===== config.mk =====
export PLATFORM = sky130hd
export DESIGN_NAME = tfl_regs
export DESIGN_NICKNAME = d
export VERILOG_FILES = /design/src/verilog/tfl_pkg.sv /design/src/verilog/tfl_regs.sv
export SDC_FILE = /design/constraint.sdc
export NUM_CORES = 1
export LEC_CHECK = 0
export BUFFER_PORTS_ARGS = -buffer_cell sky130_fd_sc_hd__buf_2
export CORE_MARGIN = 2
export CORE_UTILIZATION = 67
export DETAILED_ROUTE_END_ITERATION = 7
export PLACE_DENSITY = 0.93
export SLEW_MARGIN = 20
export SYNTH_ARGS = -nofsm -noshare
export SYNTH_HDL_FRONTEND = slang
export SYNTH_SLANG_ARGS = --single-unit
export TNS_END_PERCENT = 100

===== constraint.sdc =====
create_clock -name clk_in -period 4.44 [get_ports clk_in]
set_input_delay 0.888 -clock clk_in [delete_from_list [all_inputs] [get_ports clk_in]]
set_output_delay 0.888 -clock clk_in [all_outputs]
set_load 0.01 [all_outputs]

===== src/verilog/tfl_pkg.sv =====
`default_nettype none
package tfl_pkg;
  typedef logic [7:0] tfl_byte_t;
  // -------------------------------------------------------
  // Register offsets
  // -------------------------------------------------------
  localparam tfl_byte_t ADDR_STATUS = 8'h02;
  localparam tfl_byte_t ADDR_FRAC = 8'h06;
  localparam tfl_byte_t ADDR_FAN_PERIOD = 8'h08;
  localparam tfl_byte_t ADDR_LOC_TEMP = 8'h0A;
  localparam tfl_byte_t ADDR_REM_TEMP = 8'h0B;
  localparam tfl_byte_t ADDR_LOC_OFS = 8'h0D;
  localparam tfl_byte_t ADDR_REM_OFS = 8'h0E;
  localparam tfl_byte_t ADDR_FAN_STALL = 8'h10;
  localparam tfl_byte_t ADDR_LOC_HIGH = 8'h14;
  localparam tfl_byte_t ADDR_LOC_LOW = 8'h15;
  localparam tfl_byte_t ADDR_LOC_ALARM = 8'h16;
  localparam tfl_byte_t ADDR_REM_HIGH = 8'h18;
  localparam tfl_byte_t ADDR_REM_LOW = 8'h19;
  localparam tfl_byte_t ADDR_REM_ALARM = 8'h1A;
  localparam tfl_byte_t ADDR_LOC_SD = 8'h1B;
  localparam tfl_byte_t ADDR_REM_SD = 8'h1C;
  // -------------------------------------------------------
  // Reset values
  // -------------------------------------------------------
  localparam tfl_byte_t RST_ZERO = 8'h00;
  localparam tfl_byte_t RST_TEMP = 8'h1E;
  localparam tfl_byte_t RST_ONES = 8'hFF;
  localparam tfl_byte_t RST_LOC_HIGH = 8'h3C;
  localparam tfl_byte_t RST_REM_HIGH = 8'h50;
  localparam tfl_byte_t RST_LOC_ALARM = 8'h46;
  localparam tfl_byte_t RST_REM_ALARM = 8'h64;
  localparam tfl_byte_t RST_LOC_SD = 8'h5F;
  localparam tfl_byte_t RST_REM_SD = 8'h7D;
  // Trip-select strap tables, one byte per pin code {b,a}
  localparam logic [31:0] TRIP_LOC_ALARM = 32'h5A50_4B46;
  localparam logic [31:0] TRIP_REM_ALARM = 32'h7D78_6E64;
  localparam logic [31:0] TRIP_LOC_SD = 32'h7D78_6E5F;
  localparam logic [31:0] TRIP_REM_SD = 32'h7F7D_787D;
  // -------------------------------------------------------
  // Status bit positions
  // -------------------------------------------------------
  localparam int ST_LOC_LOW = 7;
  localparam int ST_LOC_HIGH = 6;
  localparam int ST_REM_LOW = 3;
  localparam int ST_REM_HIGH = 2;
  // -------------------------------------------------------
  // Fan period timing
  // -------------------------------------------------------
  localparam int CLK_PERIOD_NS = 10;
  localparam int TACH_TICK_NS = 10000;
  localparam int TACH_TICK_CYC = (TACH_TICK_NS + CLK_PERIOD_NS - 1) / CLK_PERIOD_NS;
  localparam int TACH_TICK_W = 10;
  localparam logic [TACH_TICK_W-1:0] TACH_TICK_LAST = TACH_TICK_W'(TACH_TICK_CYC - 1);
  // -------------------------------------------------------
  // Types
  // -------------------------------------------------------
  typedef struct packed {
    logic [7:0] whole;
    logic [2:0] frac;
  } tfl_temp_t;
  typedef struct packed {
    logic [2:0] local_frac;
    logic [1:0] unused;
    logic [2:0] remote_frac;
  } tfl_frac_reg_t;
  typedef struct packed {
    logic sign;
    logic [2:0] unused;
    logic [3:0] mag;
  } tfl_offset_t;
  typedef enum logic {TACH_IDLE = 1'b0, TACH_RUN = 1'b1} tfl_tach_state_t;
endpackage
`default_nettype wire


===== src/verilog/tfl_regs.sv =====
// What this block does
// Fraction byte: local bits in [7:5], remote in [2:0], [4:3] read zero.
// Integer temperature bytes read-only, each resets to thirty degrees.
// Local offset magnitude added when sign clear, subtracted when set.
// Remote offset magnitude applied the same signed way.
// Offset bits [6:4] always read back zero.
// Read-only fan period reading, resets to all ones.
// Fan stalled when period reading exceeds stall limit; limit resets to all ones.
// Local high/low limits writable, reset to sixty and zero degrees.
// Remote high/low limits writable, reset to eighty and zero degrees.
// Local alarm limit drives thermal alarm, default seventy or strap value.
// Remote alarm limit drives thermal alarm, default one hundred or strap value.
// Local shutdown limit drives local shutdown, default ninety-five or strap.
// Remote shutdown limit drives remote shutdown, default 125 or strap.
// Local-high status flag set on exceed, cleared by status read, re-sets.
// Integer temperatures and temperature limits are one degree per bit; the fan stall limit is in fan period ticks.
// Limits are compared against offset-corrected temperatures.
`timescale 1ns/10ps
`default_nettype none
module tfl_regs #(
  parameter bit TRIP_PINS_EN = 1'b0
) (
  input wire logic clk_in,
  input wire logic rst_in,
  input wire logic ce_in,
  input wire logic [7:0] reg_addr_in,
  input wire logic reg_wr_in,
  input wire logic reg_rd_in,
  input wire logic [7:0] reg_wdata_in,
  input wire logic meas_valid_in,
  input wire tfl_pkg::tfl_temp_t local_raw_in,
  input wire tfl_pkg::tfl_temp_t remote_raw_in,
  input wire logic fan_tach_in,
  input wire logic trip_select_pin_a_in,
  input wire logic trip_select_pin_b_in,
  output logic [7:0] reg_rdata_out,
  output logic thermal_alarm_out,
  output logic local_shutdown_out,
  output logic remote_shutdown_out,
  output logic fan_stall_out
);
  // -------------------------------------------------------
  // Helpers
  // -------------------------------------------------------
  function automatic logic [7:0] apply_offset(input logic [7:0] t, input tfl_pkg::tfl_offset_t o);
    logic signed [9:0] s;
    s = 10'(signed'(t));
    s = o.sign ? s - 10'(o.mag) : s + 10'(o.mag);
    if (s > 10'sd127)
      return 8'h7F;
    if (s < -10'sd128)
      return 8'h80;
    return s[7:0];
  endfunction

  function automatic logic gt(input logic [7:0] a, input logic [7:0] b);
    return signed'(a) > signed'(b);
  endfunction

  function automatic logic [7:0] pick(input logic [31:0] tab, input logic [1:0] code);
    return tab[8*code +: 8];
  endfunction

  function automatic logic wr_hit(input logic [7:0] a);
    return ce_in && reg_wr_in && (reg_addr_in == a);
  endfunction

  // -------------------------------------------------------
  // State
  // -------------------------------------------------------
  logic [7:0] loc_int_ff, rem_int_ff;
  tfl_pkg::tfl_frac_reg_t frac_ff;
  tfl_pkg::tfl_offset_t loc_ofs_ff, rem_ofs_ff;
  logic [7:0] fan_period_ff, fan_limit_ff;
  logic [7:0] loc_high_ff, loc_low_ff, rem_high_ff, rem_low_ff;
  logic [7:0] loc_alarm_ff, rem_alarm_ff, loc_sd_ff, rem_sd_ff;
  logic [7:0] status_ff;
  logic [2:0] tach_sync_ff;
  logic tach_filt_ff;
  logic [2:0] pin_a_sync_ff, pin_b_sync_ff;
  logic strap_done_ff;
  logic [1:0] strap_fill_ff;
  logic [tfl_pkg::TACH_TICK_W-1:0] tick_cnt_ff;
  logic [7:0] period_cnt_ff;
  tfl_pkg::tfl_tach_state_t tach_state_ff;

  // -------------------------------------------------------
  // Decode
  // -------------------------------------------------------
  wire tfl_pkg::tfl_offset_t wr_ofs = '{sign: reg_wdata_in[7], unused: 3'h0, mag: reg_wdata_in[3:0]};
  wire [7:0] nxt_loc_int = apply_offset(local_raw_in.whole, loc_ofs_ff);
  wire [7:0] nxt_rem_int = apply_offset(remote_raw_in.whole, rem_ofs_ff);
  wire tfl_pkg::tfl_frac_reg_t nxt_frac = '{local_frac: local_raw_in.frac, unused: 2'h0,
                                           remote_frac: remote_raw_in.frac};
  wire status_rd = ce_in && reg_rd_in && (reg_addr_in == tfl_pkg::ADDR_STATUS);
  wire loc_high_hit = gt(loc_int_ff, loc_high_ff);
  wire loc_low_hit = gt(loc_low_ff, loc_int_ff);
  wire rem_high_hit = gt(rem_int_ff, rem_high_ff);
  wire rem_low_hit = gt(rem_low_ff, rem_int_ff);
  wire [7:0] status_set = (8'(loc_low_hit) << tfl_pkg::ST_LOC_LOW) | (8'(loc_high_hit) << tfl_pkg::ST_LOC_HIGH)
                        | (8'(rem_low_hit) << tfl_pkg::ST_REM_LOW) | (8'(rem_high_hit) << tfl_pkg::ST_REM_HIGH);
  wire [7:0] nxt_status = (status_rd ? 8'h00 : status_ff) | status_set;
  wire pins_settled = (pin_a_sync_ff[1] == pin_a_sync_ff[2]) && (pin_b_sync_ff[1] == pin_b_sync_ff[2]);
  wire strap_load = TRIP_PINS_EN && !strap_done_ff && pins_settled && (&strap_fill_ff);
  wire [1:0] trip_code = {pin_b_sync_ff[2], pin_a_sync_ff[2]};
  wire tach_agree = tach_sync_ff[1] == tach_sync_ff[2];
  wire tach_rise = tach_agree && tach_sync_ff[1] && !tach_filt_ff;
  wire tick = tick_cnt_ff == tfl_pkg::TACH_TICK_LAST;
  wire period_sat = period_cnt_ff == tfl_pkg::RST_ONES;
  wire [7:0] rd_mux =
    (reg_addr_in == tfl_pkg::ADDR_STATUS) ? status_ff :
    (reg_addr_in == tfl_pkg::ADDR_FRAC) ? frac_ff :
    (reg_addr_in == tfl_pkg::ADDR_FAN_PERIOD) ? fan_period_ff :
    (reg_addr_in == tfl_pkg::ADDR_LOC_TEMP) ? loc_int_ff :
    (reg_addr_in == tfl_pkg::ADDR_REM_TEMP) ? rem_int_ff :
    (reg_addr_in == tfl_pkg::ADDR_LOC_OFS) ? loc_ofs_ff :
    (reg_addr_in == tfl_pkg::ADDR_REM_OFS) ? rem_ofs_ff :
    (reg_addr_in == tfl_pkg::ADDR_FAN_STALL) ? fan_limit_ff :
    (reg_addr_in == tfl_pkg::ADDR_LOC_HIGH) ? loc_high_ff :
    (reg_addr_in == tfl_pkg::ADDR_LOC_LOW) ? loc_low_ff :
    (reg_addr_in == tfl_pkg::ADDR_LOC_ALARM) ? loc_alarm_ff :
    (reg_addr_in == tfl_pkg::ADDR_REM_HIGH) ? rem_high_ff :
    (reg_addr_in == tfl_pkg::ADDR_REM_LOW) ? rem_low_ff :
    (reg_addr_in == tfl_pkg::ADDR_REM_ALARM) ? rem_alarm_ff :
    (reg_addr_in == tfl_pkg::ADDR_LOC_SD) ? loc_sd_ff :
    (reg_addr_in == tfl_pkg::ADDR_REM_SD) ? rem_sd_ff : tfl_pkg::RST_ZERO;

  // -------------------------------------------------------
  // Measurements and status
  // -------------------------------------------------------
  always_ff @(posedge clk_in)
  begin
    if (rst_in)
    begin
      loc_int_ff <= tfl_pkg::RST_TEMP;
      rem_int_ff <= tfl_pkg::RST_TEMP;
      frac_ff <= '0;
      status_ff <= tfl_pkg::RST_ZERO;
      reg_rdata_out <= tfl_pkg::RST_ZERO;
    end
    else if (ce_in)
    begin
      if (meas_valid_in)
      begin
        loc_int_ff <= nxt_loc_int;
        rem_int_ff <= nxt_rem_int;
        frac_ff <= nxt_frac;
      end
      status_ff <= nxt_status;
      if (reg_rd_in)
        reg_rdata_out <= rd_mux;
    end
  end

  // -------------------------------------------------------
  // Writable registers
  // -------------------------------------------------------
  always_ff @(posedge clk_in)
  begin
    if (rst_in)
    begin
      loc_ofs_ff <= '0;
      rem_ofs_ff <= '0;
      fan_limit_ff <= tfl_pkg::RST_ONES;
      loc_high_ff <= tfl_pkg::RST_LOC_HIGH;
      loc_low_ff <= tfl_pkg::RST_ZERO;
      rem_high_ff <= tfl_pkg::RST_REM_HIGH;
      rem_low_ff <= tfl_pkg::RST_ZERO;
    end
    else
    begin
      if (wr_hit(tfl_pkg::ADDR_LOC_OFS))
        loc_ofs_ff <= wr_ofs;
      if (wr_hit(tfl_pkg::ADDR_REM_OFS))
        rem_ofs_ff <= wr_ofs;
      if (wr_hit(tfl_pkg::ADDR_FAN_STALL))
        fan_limit_ff <= reg_wdata_in;
      if (wr_hit(tfl_pkg::ADDR_LOC_HIGH))
        loc_high_ff <= reg_wdata_in;
      if (wr_hit(tfl_pkg::ADDR_LOC_LOW))
        loc_low_ff <= reg_wdata_in;
      if (wr_hit(tfl_pkg::ADDR_REM_HIGH))
        rem_high_ff <= reg_wdata_in;
      if (wr_hit(tfl_pkg::ADDR_REM_LOW))
        rem_low_ff <= reg_wdata_in;
    end
  end

  // -------------------------------------------------------
  // Critical limits with strap defaults
  // -------------------------------------------------------
  always_ff @(posedge clk_in)
  begin
    if (rst_in)
    begin
      loc_alarm_ff <= tfl_pkg::RST_LOC_ALARM;
      rem_alarm_ff <= tfl_pkg::RST_REM_ALARM;
      loc_sd_ff <= tfl_pkg::RST_LOC_SD;
      rem_sd_ff <= tfl_pkg::RST_REM_SD;
      strap_done_ff <= 1'b0;
      strap_fill_ff <= '0;
      pin_a_sync_ff <= 3'h0;
      pin_b_sync_ff <= 3'h0;
    end
    else if (ce_in)
    begin
      pin_a_sync_ff <= {pin_a_sync_ff[1:0], trip_select_pin_a_in};
      pin_b_sync_ff <= {pin_b_sync_ff[1:0], trip_select_pin_b_in};
      strap_fill_ff <= strap_fill_ff + {1'b0, !(&strap_fill_ff)};
      if (pins_settled && (&strap_fill_ff))
        strap_done_ff <= 1'b1;
      if (strap_load)
      begin
        loc_alarm_ff <= pick(tfl_pkg::TRIP_LOC_ALARM, trip_code);
        rem_alarm_ff <= pick(tfl_pkg::TRIP_REM_ALARM, trip_code);
        loc_sd_ff <= pick(tfl_pkg::TRIP_LOC_SD, trip_code);
        rem_sd_ff <= pick(tfl_pkg::TRIP_REM_SD, trip_code);
      end
      else
      begin
        if (wr_hit(tfl_pkg::ADDR_LOC_ALARM))
          loc_alarm_ff <= reg_wdata_in;
        if (wr_hit(tfl_pkg::ADDR_REM_ALARM))
          rem_alarm_ff <= reg_wdata_in;
        if (wr_hit(tfl_pkg::ADDR_LOC_SD))
          loc_sd_ff <= reg_wdata_in;
        if (wr_hit(tfl_pkg::ADDR_REM_SD))
          rem_sd_ff <= reg_wdata_in;
      end
    end
  end

  // -------------------------------------------------------
  // Fan period measurement
  // -------------------------------------------------------
  always_ff @(posedge clk_in)
  begin
    if (rst_in)
    begin
      tach_sync_ff <= 3'h0;
      tach_filt_ff <= 1'b0;
      tick_cnt_ff <= '0;
      period_cnt_ff <= tfl_pkg::RST_ZERO;
      fan_period_ff <= tfl_pkg::RST_ONES;
      tach_state_ff <= tfl_pkg::TACH_IDLE;
    end
    else if (ce_in)
    begin
      tach_sync_ff <= {tach_sync_ff[1:0], fan_tach_in};
      if (tach_agree)
        tach_filt_ff <= tach_sync_ff[1];
      tick_cnt_ff <= (tick || tach_rise) ? '0 : tick_cnt_ff + 1'b1;
      case (tach_state_ff)
        tfl_pkg::TACH_IDLE:
        begin
          if (tach_rise)
          begin
            period_cnt_ff <= tfl_pkg::RST_ZERO;
            tach_state_ff <= tfl_pkg::TACH_RUN;
          end
        end
        tfl_pkg::TACH_RUN:
        begin
          if (tach_rise)
          begin
            fan_period_ff <= period_cnt_ff;
            period_cnt_ff <= tfl_pkg::RST_ZERO;
          end
          else if (period_sat)
            fan_period_ff <= tfl_pkg::RST_ONES;
          else if (tick)
            period_cnt_ff <= period_cnt_ff + 1'b1;
        end
        default:
          tach_state_ff <= tfl_pkg::TACH_IDLE;
      endcase
    end
  end

  // -------------------------------------------------------
  // Alarm outputs
  // -------------------------------------------------------
  always_ff @(posedge clk_in)
  begin
    if (rst_in)
    begin
      thermal_alarm_out <= 1'b0;
      local_shutdown_out <= 1'b0;
      remote_shutdown_out <= 1'b0;
      fan_stall_out <= 1'b0;
    end
    else if (ce_in)
    begin
      thermal_alarm_out <= gt(loc_int_ff, loc_alarm_ff) || gt(rem_int_ff, rem_alarm_ff);
      local_shutdown_out <= gt(loc_int_ff, loc_sd_ff);
      remote_shutdown_out <= gt(rem_int_ff, rem_sd_ff);
      fan_stall_out <= fan_period_ff > fan_limit_ff;
    end
  end

  // -------------------------------------------------------
  // Assertions
  // -------------------------------------------------------
  property p_frac_mid_zero;
    @(posedge clk_in) disable iff (rst_in)
    ce_in && reg_rd_in && reg_addr_in == tfl_pkg::ADDR_FRAC |=> reg_rdata_out[4:3] == 2'h0;
  endproperty
  a_frac_mid_zero: assert property (p_frac_mid_zero) else $error("fraction middle bits not zero");

  property p_temp_reset;
    @(posedge clk_in) $fell(rst_in) |-> loc_int_ff == tfl_pkg::RST_TEMP && rem_int_ff == tfl_pkg::RST_TEMP
      && fan_period_ff == tfl_pkg::RST_ONES;
  endproperty
  a_temp_reset: assert property (p_temp_reset) else $error("reading reset value wrong");

  property p_loc_offset;
    @(posedge clk_in) disable iff (rst_in)
    ce_in && meas_valid_in |=> loc_int_ff == apply_offset($past(local_raw_in.whole), $past(loc_ofs_ff));
  endproperty
  a_loc_offset: assert property (p_loc_offset) else $error("local offset not applied");

  property p_rem_offset;
    @(posedge clk_in) disable iff (rst_in)
    ce_in && meas_valid_in && !rem_ofs_ff.sign && remote_raw_in.whole < 8'h70
      |=> rem_int_ff == $past(remote_raw_in.whole) + 8'($past(rem_ofs_ff.mag));
  endproperty
  a_rem_offset: assert property (p_rem_offset) else $error("remote offset not applied");

  property p_ofs_read_zero;
    @(posedge clk_in) disable iff (rst_in)
    ce_in && reg_rd_in && (reg_addr_in == tfl_pkg::ADDR_LOC_OFS || reg_addr_in == tfl_pkg::ADDR_REM_OFS)
      |=> reg_rdata_out[6:4] == 3'h0;
  endproperty
  a_ofs_read_zero: assert property (p_ofs_read_zero) else $error("offset unused bits not zero");

  property p_stall;
    @(posedge clk_in) disable iff (rst_in)
    ce_in |=> fan_stall_out == ($past(fan_period_ff) > $past(fan_limit_ff));
  endproperty
  a_stall: assert property (p_stall) else $error("stall flag wrong");

  property p_alarm;
    @(posedge clk_in) disable iff (rst_in)
    ce_in && gt(rem_int_ff, rem_alarm_ff) |=> thermal_alarm_out;
  endproperty
  a_alarm: assert property (p_alarm) else $error("thermal alarm missing");

  property p_loc_sd;
    @(posedge clk_in) disable iff (rst_in)
    ce_in && !gt(loc_int_ff, loc_sd_ff) |=> !local_shutdown_out;
  endproperty
  a_loc_sd: assert property (p_loc_sd) else $error("local shutdown spurious");

  property p_rem_sd;
    @(posedge clk_in) disable iff (rst_in)
    ce_in && gt(rem_int_ff, rem_sd_ff) |=> remote_shutdown_out;
  endproperty
  a_rem_sd: assert property (p_rem_sd) else $error("remote shutdown missing");

  property p_high_flag;
    @(posedge clk_in) disable iff (rst_in)
    ce_in && loc_high_hit |=> status_ff[tfl_pkg::ST_LOC_HIGH];
  endproperty
  a_high_flag: assert property (p_high_flag) else $error("local high flag lost");

  c_status_read: cover property (@(posedge clk_in) status_rd && status_ff[tfl_pkg::ST_LOC_HIGH]);
  c_stall: cover property (@(posedge clk_in) $rose(fan_stall_out));
  c_shutdown: cover property (@(posedge clk_in) $rose(local_shutdown_out));
endmodule // tfl_regs
`default_nettype wire


# Word-level counts from Yosys, hierarchy flattened
# Cells that the tools add are included.
# Widths: inputs -> output; s select.
[totals]
ff_bits = 155
latch_bits = 0
ram_bits = 0
romBits = 0
inputBits = 47
out_inout_bits = 12
wordCells = 147
n_memories = 0
[classes]
n_addsub = 6
multipliers = 0
n_div = 0
order_cmp = 13
n_eq_ne = 22
n_shift = 0
n_mux = 43
n_bitwise = 5
n_reduce_logical = 29
[op_table]
columns = ["cell", "n"]
rows = [
  ["$mux 8", 31],
  ["$eq 8x5->1 const B", 9],
  ["$gt 8x8->1", 9],
  ["$eq 8x4->1 const B", 5],
  ["$mux 10", 3],
  ["$gt 10x8->1 const B", 2],
  ["$lt 10x8->1 const B", 2],
  ["$add 8x5->9", 2],
  ["$sub 8x5->9", 2],
  ["$logic_and 1x1->1", 16],
  ["$pmux 8 s2", 1],
  ["$reduce_and 2->1", 7],
  ["$add 10x1->10 const B", 1],
  ["$eq 10x10->1 const B", 1],
  ["$add 8x1->8 const B", 1],
  ["$eq 8x2->1 const B", 1],
  ["$eq 8x3->1 const B", 1],
  ["$eq 8x8->1 const B", 1],
  ["$mux 1", 8],
  ["$or 8x3->8", 1],
  ["$or 8x4->8", 1],
  ["$or 8x7->8", 1],
  ["$or 8x8->8", 1],
  ["$reduce_and 4->1", 1],
  ["9 further kinds", 10],
]

# Longest topological paths before layout
[depth]
ltp_word = 17
mapped_depth = 12
ltp_nobuf = 12

# Worst setup path before layout
# OpenSTA, ideal clock, no wires.
[synth_timing]
path_kind = "input -> register"
start = "input port remote_raw_in[3] (netlist bit)"
end = "register rem_int_ff[0]"
setup_ps = 139
arrival_ps = 2790
required_ps = 4301
setup_slack_ps = 1511
path_stages = 10
n_path_buf = 0
cell_sequence = "inv_1 ha_1 fa_1 nor2b_1 o31a_1 nand2b_1 a31oi_1 xnor2_1 maj3_1 a211oi_2"
[synth_via]
elab_chain_cells = 7
[synth_lines]
columns = ["element", "line", "text"]
rows = [
  ["start: declaration", "tfl_regs.sv:32", "input wire tfl_pkg::tfl_temp_t remote_raw_in,"],
  ["$add 8x5->9 / $sub 8x5->9 (equally long branches)", "tfl_regs.sv:48", "s = o.sign ? s - 10'(o.mag) : s + 10'(o.mag);"],
  ["$mux 10 *", "tfl_regs.sv:48", ""],
  ["$lt 10x8->1", "tfl_regs.sv:51", "if (s < -10'sd128)"],
  ["$mux 1 (2 in a row)", "tfl_regs.sv:51", ""],
  ["$mux 8", "tfl_regs.sv:53", "return s[7:0];"],
  ["$mux 8 *", "tfl_regs.sv:51", ""],
  ["end signal: assignment", "tfl_regs.sv:136", "rem_int_ff <= tfl_pkg::RST_TEMP;"],
  ["end signal: assignment", "tfl_regs.sv:146", "rem_int_ff <= nxt_rem_int;"],
  ["end: declaration", "tfl_regs.sv:71", "logic [7:0] loc_int_ff, rem_int_ff;"],
]
# Mark *: on every way between the ends. The rest lies on a longest branch, timed or not. The select of a mux whose other input is x is not followed.
# A chain may end at the register's enable or synchronous reset.

# Worst setup path after layout
[layout_timing]
start = "register rem_ofs_ff[0] (netlist bit)"
end = "register rem_int_ff[0]"
[layout_via]
elab_chain_cells = 7
[layout_lines]
columns = ["element", "line", "text"]
rows = [
  ["start: declaration", "tfl_regs.sv:73", "tfl_pkg::tfl_offset_t loc_ofs_ff, rem_ofs_ff;"],
  ["start signal: assignment", "tfl_regs.sv:175", "rem_ofs_ff <= wr_ofs;"],
  ["$add 8x5->9 / $sub 8x5->9 (equally long branches)", "tfl_regs.sv:48", ""],
  ["$mux 10 *", "tfl_regs.sv:48", ""],
  ["$lt 10x8->1", "tfl_regs.sv:51", ""],
  ["$mux 1 (2 in a row)", "tfl_regs.sv:51", ""],
  ["$mux 8", "tfl_regs.sv:53", ""],
  ["$mux 8 *", "tfl_regs.sv:51", ""],
]
# Marked as above.

==> impl_metrics.csv <==
group,metric,value,unit
timing,skew,0.00848,ns
pwr,p_leak,4.28,nW
detailed_routing,via_per_inst,6.75,
logic_synthesis,async_flop_share,0,
clock_tree,cts_tree,"done",
final_layout,nNetsFinal,1347,
logic_synthesis,synth_area,9770,µm²
timing,fmax,295,MHz
flow_run,drv_cap,0,
logic_synthesis,ys_seq_area_frac,0.309,
clock_tree,ctsHoldBuffers,0,
global_route,globalRouteOverflowTotal,0,
setup_path,r2r_end,"rem_int_ff[0]",
clock_tree,cts-root-buf,"clkbuf_16",
final_layout,fin_area,10700,µm²
logic_synthesis,synth-simple-area-share,0.190,
detailed_routing,drt_iter0_drc,1476,
placed_design,gp_congestion,1.04,
logic_synthesis,netlist_instances,1182,
clock_tree,insertion_delay,0.45,ns
logic_synthesis,synth_cell_types,76,
floorplanning,coreArea,14400,µm²
logic_synthesis,synth-seq-cells,151,
timing,relSlewSlack,0.308,
timing,worst_pin_slew,1.03,ns
clock_tree,postCtsSetupRepairBufs,0,
detailed_routing,drtAntennaViolNets,0,
setup_path,r2r_setup_slack,1.05,ns
status,outcome,"complete, no violations",
final_layout,areaGrowthSynthToFinish,9.13,%
final_layout,regMostFlops,"tick_cnt_ff",
clock_tree,h-tree-depth,4,
worst_hold_path,holdPathStages,2,
final_layout,nFillCells,1049,
global_route,grt_max_degree,83,
global_route,grt_usage,0.392,
floorplanning,dieArea,15600,µm²
logic_synthesis,synth_top_family_by_area,"compound AO/OA/AOI/OAI gates",
pwr,powerDensity,303,nW/µm²
final_layout,layout_common_cells,"dfxtp_1 (151), nor2_1 (132), ha_1 (95), a21oi_1 (88), inv_1 (86)",
logic_synthesis,synth_edf_count,0,
detailed_routing,wire_per_inst,22.1,µm
clock_tree,cts_buffer_depth,2,
clock_tree,cts_resized,0,
clock_tree,path_clk_slew,0.07,ns
worst_hold_path,hold_start,"reg_rdata_out[4]",
logic_synthesis,syn_avg_cell_area,8.27,µm²
detailed_routing,drc,0,
placed_design,port-buffer-count,56,
detailed_routing,vias,9443,
logic_synthesis,synth_compound_area_frac,0.211,
floorplanning,rows,44,
setup_path,ff2ff_path_depth,11,
final_layout,drive_gt1_frac,0.113,
timing,rsz0062_at_grt,"no",
setup_path,critical_path_class,"reg -> reg",
setup_path,cp-start-kind,"register",
setup_path,critPathMaxFanout,9,
worst_hold_path,hp-class,"reg -> reg",
detailed_routing,wl,30900,µm
floorplanning,die_y,125,µm
logic_synthesis,synth_nets,1326,
final_layout,largest_reg_flops,10,
logic_synthesis,synthMuxAreaShare,0.0594,
worst_hold_path,min_to,"reg_rdata_out[4]",
pwr,ir_drop,0.000290,V
placed_design,postPlaceCellArea,10100,µm²
logic_synthesis,synth_fa_ha_area_frac,0.139,
setup_path,reg2reg_from,"rem_ofs_ff[0]",
setup_path,crit_path_end_kind,"register",
timing,maxSlewViolCount,0,
floorplanning,initial_core_util,0.680,
clock_tree,cts_buffers,17,
global_route,antenna_found_initial,0,
timing,fin_crit,3.39,ns
setup_path,cp.arrival,3.66,ns
final_layout,mostFrequentLayoutCell,"dfxtp_1",
final_layout,antenna_cells,0,
floorplanning,die_w,125,µm
logic_synthesis,synth_xor_area_frac,0.0294,
timing,setup_viol_count_final,0,
detailed_routing,firstDrtPassIters,8,
global_route,grt_pass1_vias,9009,
timing,finalHoldViolCount,0,
placed_design,dp_hpwl,21300,µm
timing,fin_crit_sh,0.763,
clock_tree,cts_sinks,151,
setup_path,required,4.71,ns
global_route,grt_pass1_wl,47900,µm
timing,fin_setup_tns,0,ns
logic_synthesis,ys_warn_count,0,
floorplanning,io_pins,59,
logic_synthesis,synth_top_flop_cell,"dfxtp_1",
[routing by layer]
layer	vias to the layer above	part of all wire	global-route usage	wire, µm
met5	-	0	0	0
met4	0	0.059	0.206	1820
met3	167	0.13	0.113	3870
met2	668	0.44	0.618	13700
met1	4336	0.37	0.486	11600
li1	4272	-	-	-
[how the worst max path moves through the flow]
stage                           startpoint                to  slack [ns]  cells past startpoint
after global routing         rem_ofs_ff[1]     rem_int_ff[0]        0.90                     11
after CTS                    rem_ofs_ff[0]     rem_int_ff[0]        1.11                     11
after detailed placement  remote_raw_in[3]     rem_int_ff[0]        1.12                     11
after global placement      reg_addr_in[7]  reg_rdata_out[6]        1.13                      7
after floorplan           remote_raw_in[3]     rem_int_ff[0]        1.51                     10
final                        rem_ofs_ff[0]     rem_int_ff[0]        1.05                     11
[cell usage after synthesis (all sizes together) (13+ instances only)]
cell / n / area [µm²]
nand3: 27 / 135
ha: 95 / 1190
dfxtp: 151 / 3020
xnor2: 15 / 139
a211oi: 16 / 140
a211o: 33 / 289
a21oi: 88 / 440
nor2b: 24 / 150
o22ai: 22 / 138
buf: 21 / 97.6
nor3: 23 / 168
xor2: 17 / 149
nand2b: 19 / 119
mux2i: 49 / 490
o21ai: 52 / 260
inv: 87 / 327
o21a: 23 / 173
nand2: 84 / 315
nor2: 137 / 542
maj3: 13 / 134
nand4: 16 / 100
clkbuf: 45 / 169
[worst max-delay path, stage by stage (launching register included)]
cell      delay (ns)
dfxtp_1         0.49
inv_1           0.09
ha_1            0.30
mux2_2          0.29
fa_1            0.45
nor2b_1         0.16
o31a_1          0.17
nand2b_1        0.12
a31oi_1         0.09
xnor2_1         0.60
maj3_1          0.34
a211oi_2        0.09
[kinds of logic after synthesis]
logic type      count (synthesis)
flops                         151
fa+ha+maj                     110
buf+inv                       153
xor+xnor                       32
compound gates                308
mux                            56
simple gates                  372
[per-stage QoR]
step / utilization / setup slack, ns / hold WS [ns] / power, mW / cells
after global placement: 0.704 / 1.13 / 0.437 / 1.84 / 1368
after detailed placement: 0.704 / 1.12 / 0.441 / 1.86 / 1368
final: 0.742 / 1.05 / 0.448 / 3.23 / 1400
after floorplan: - / 1.51 / 0.431 / 1.72 / 1182
after global routing: 0.742 / 0.895 / 0.476 / 3.32 / 1400
after CTS: 0.742 / 1.11 / 0.449 / 3.21 / 1400
[power breakdown]
group          switching (mW)  internal (mW)  leakage [nW]
Clock                   0.636          0.742         0.274
Sequential             0.0447           1.38          1.22
Combinational           0.269          0.159          2.79
Total                   0.949           2.28          4.28
[final cells by class]
type                    instances  area, µm²  area share
flip-flops and latches        151       3020       0.283
inverters                      87        327      0.0306
multi-input cells             878       6160       0.577
clock inverters                14        116      0.0109
clock buffers                  18        439      0.0412
repair buffers                 68        373      0.0350
well taps                     184        230      0.0216
Note: power is estimated with default switching activity, not from simulation.
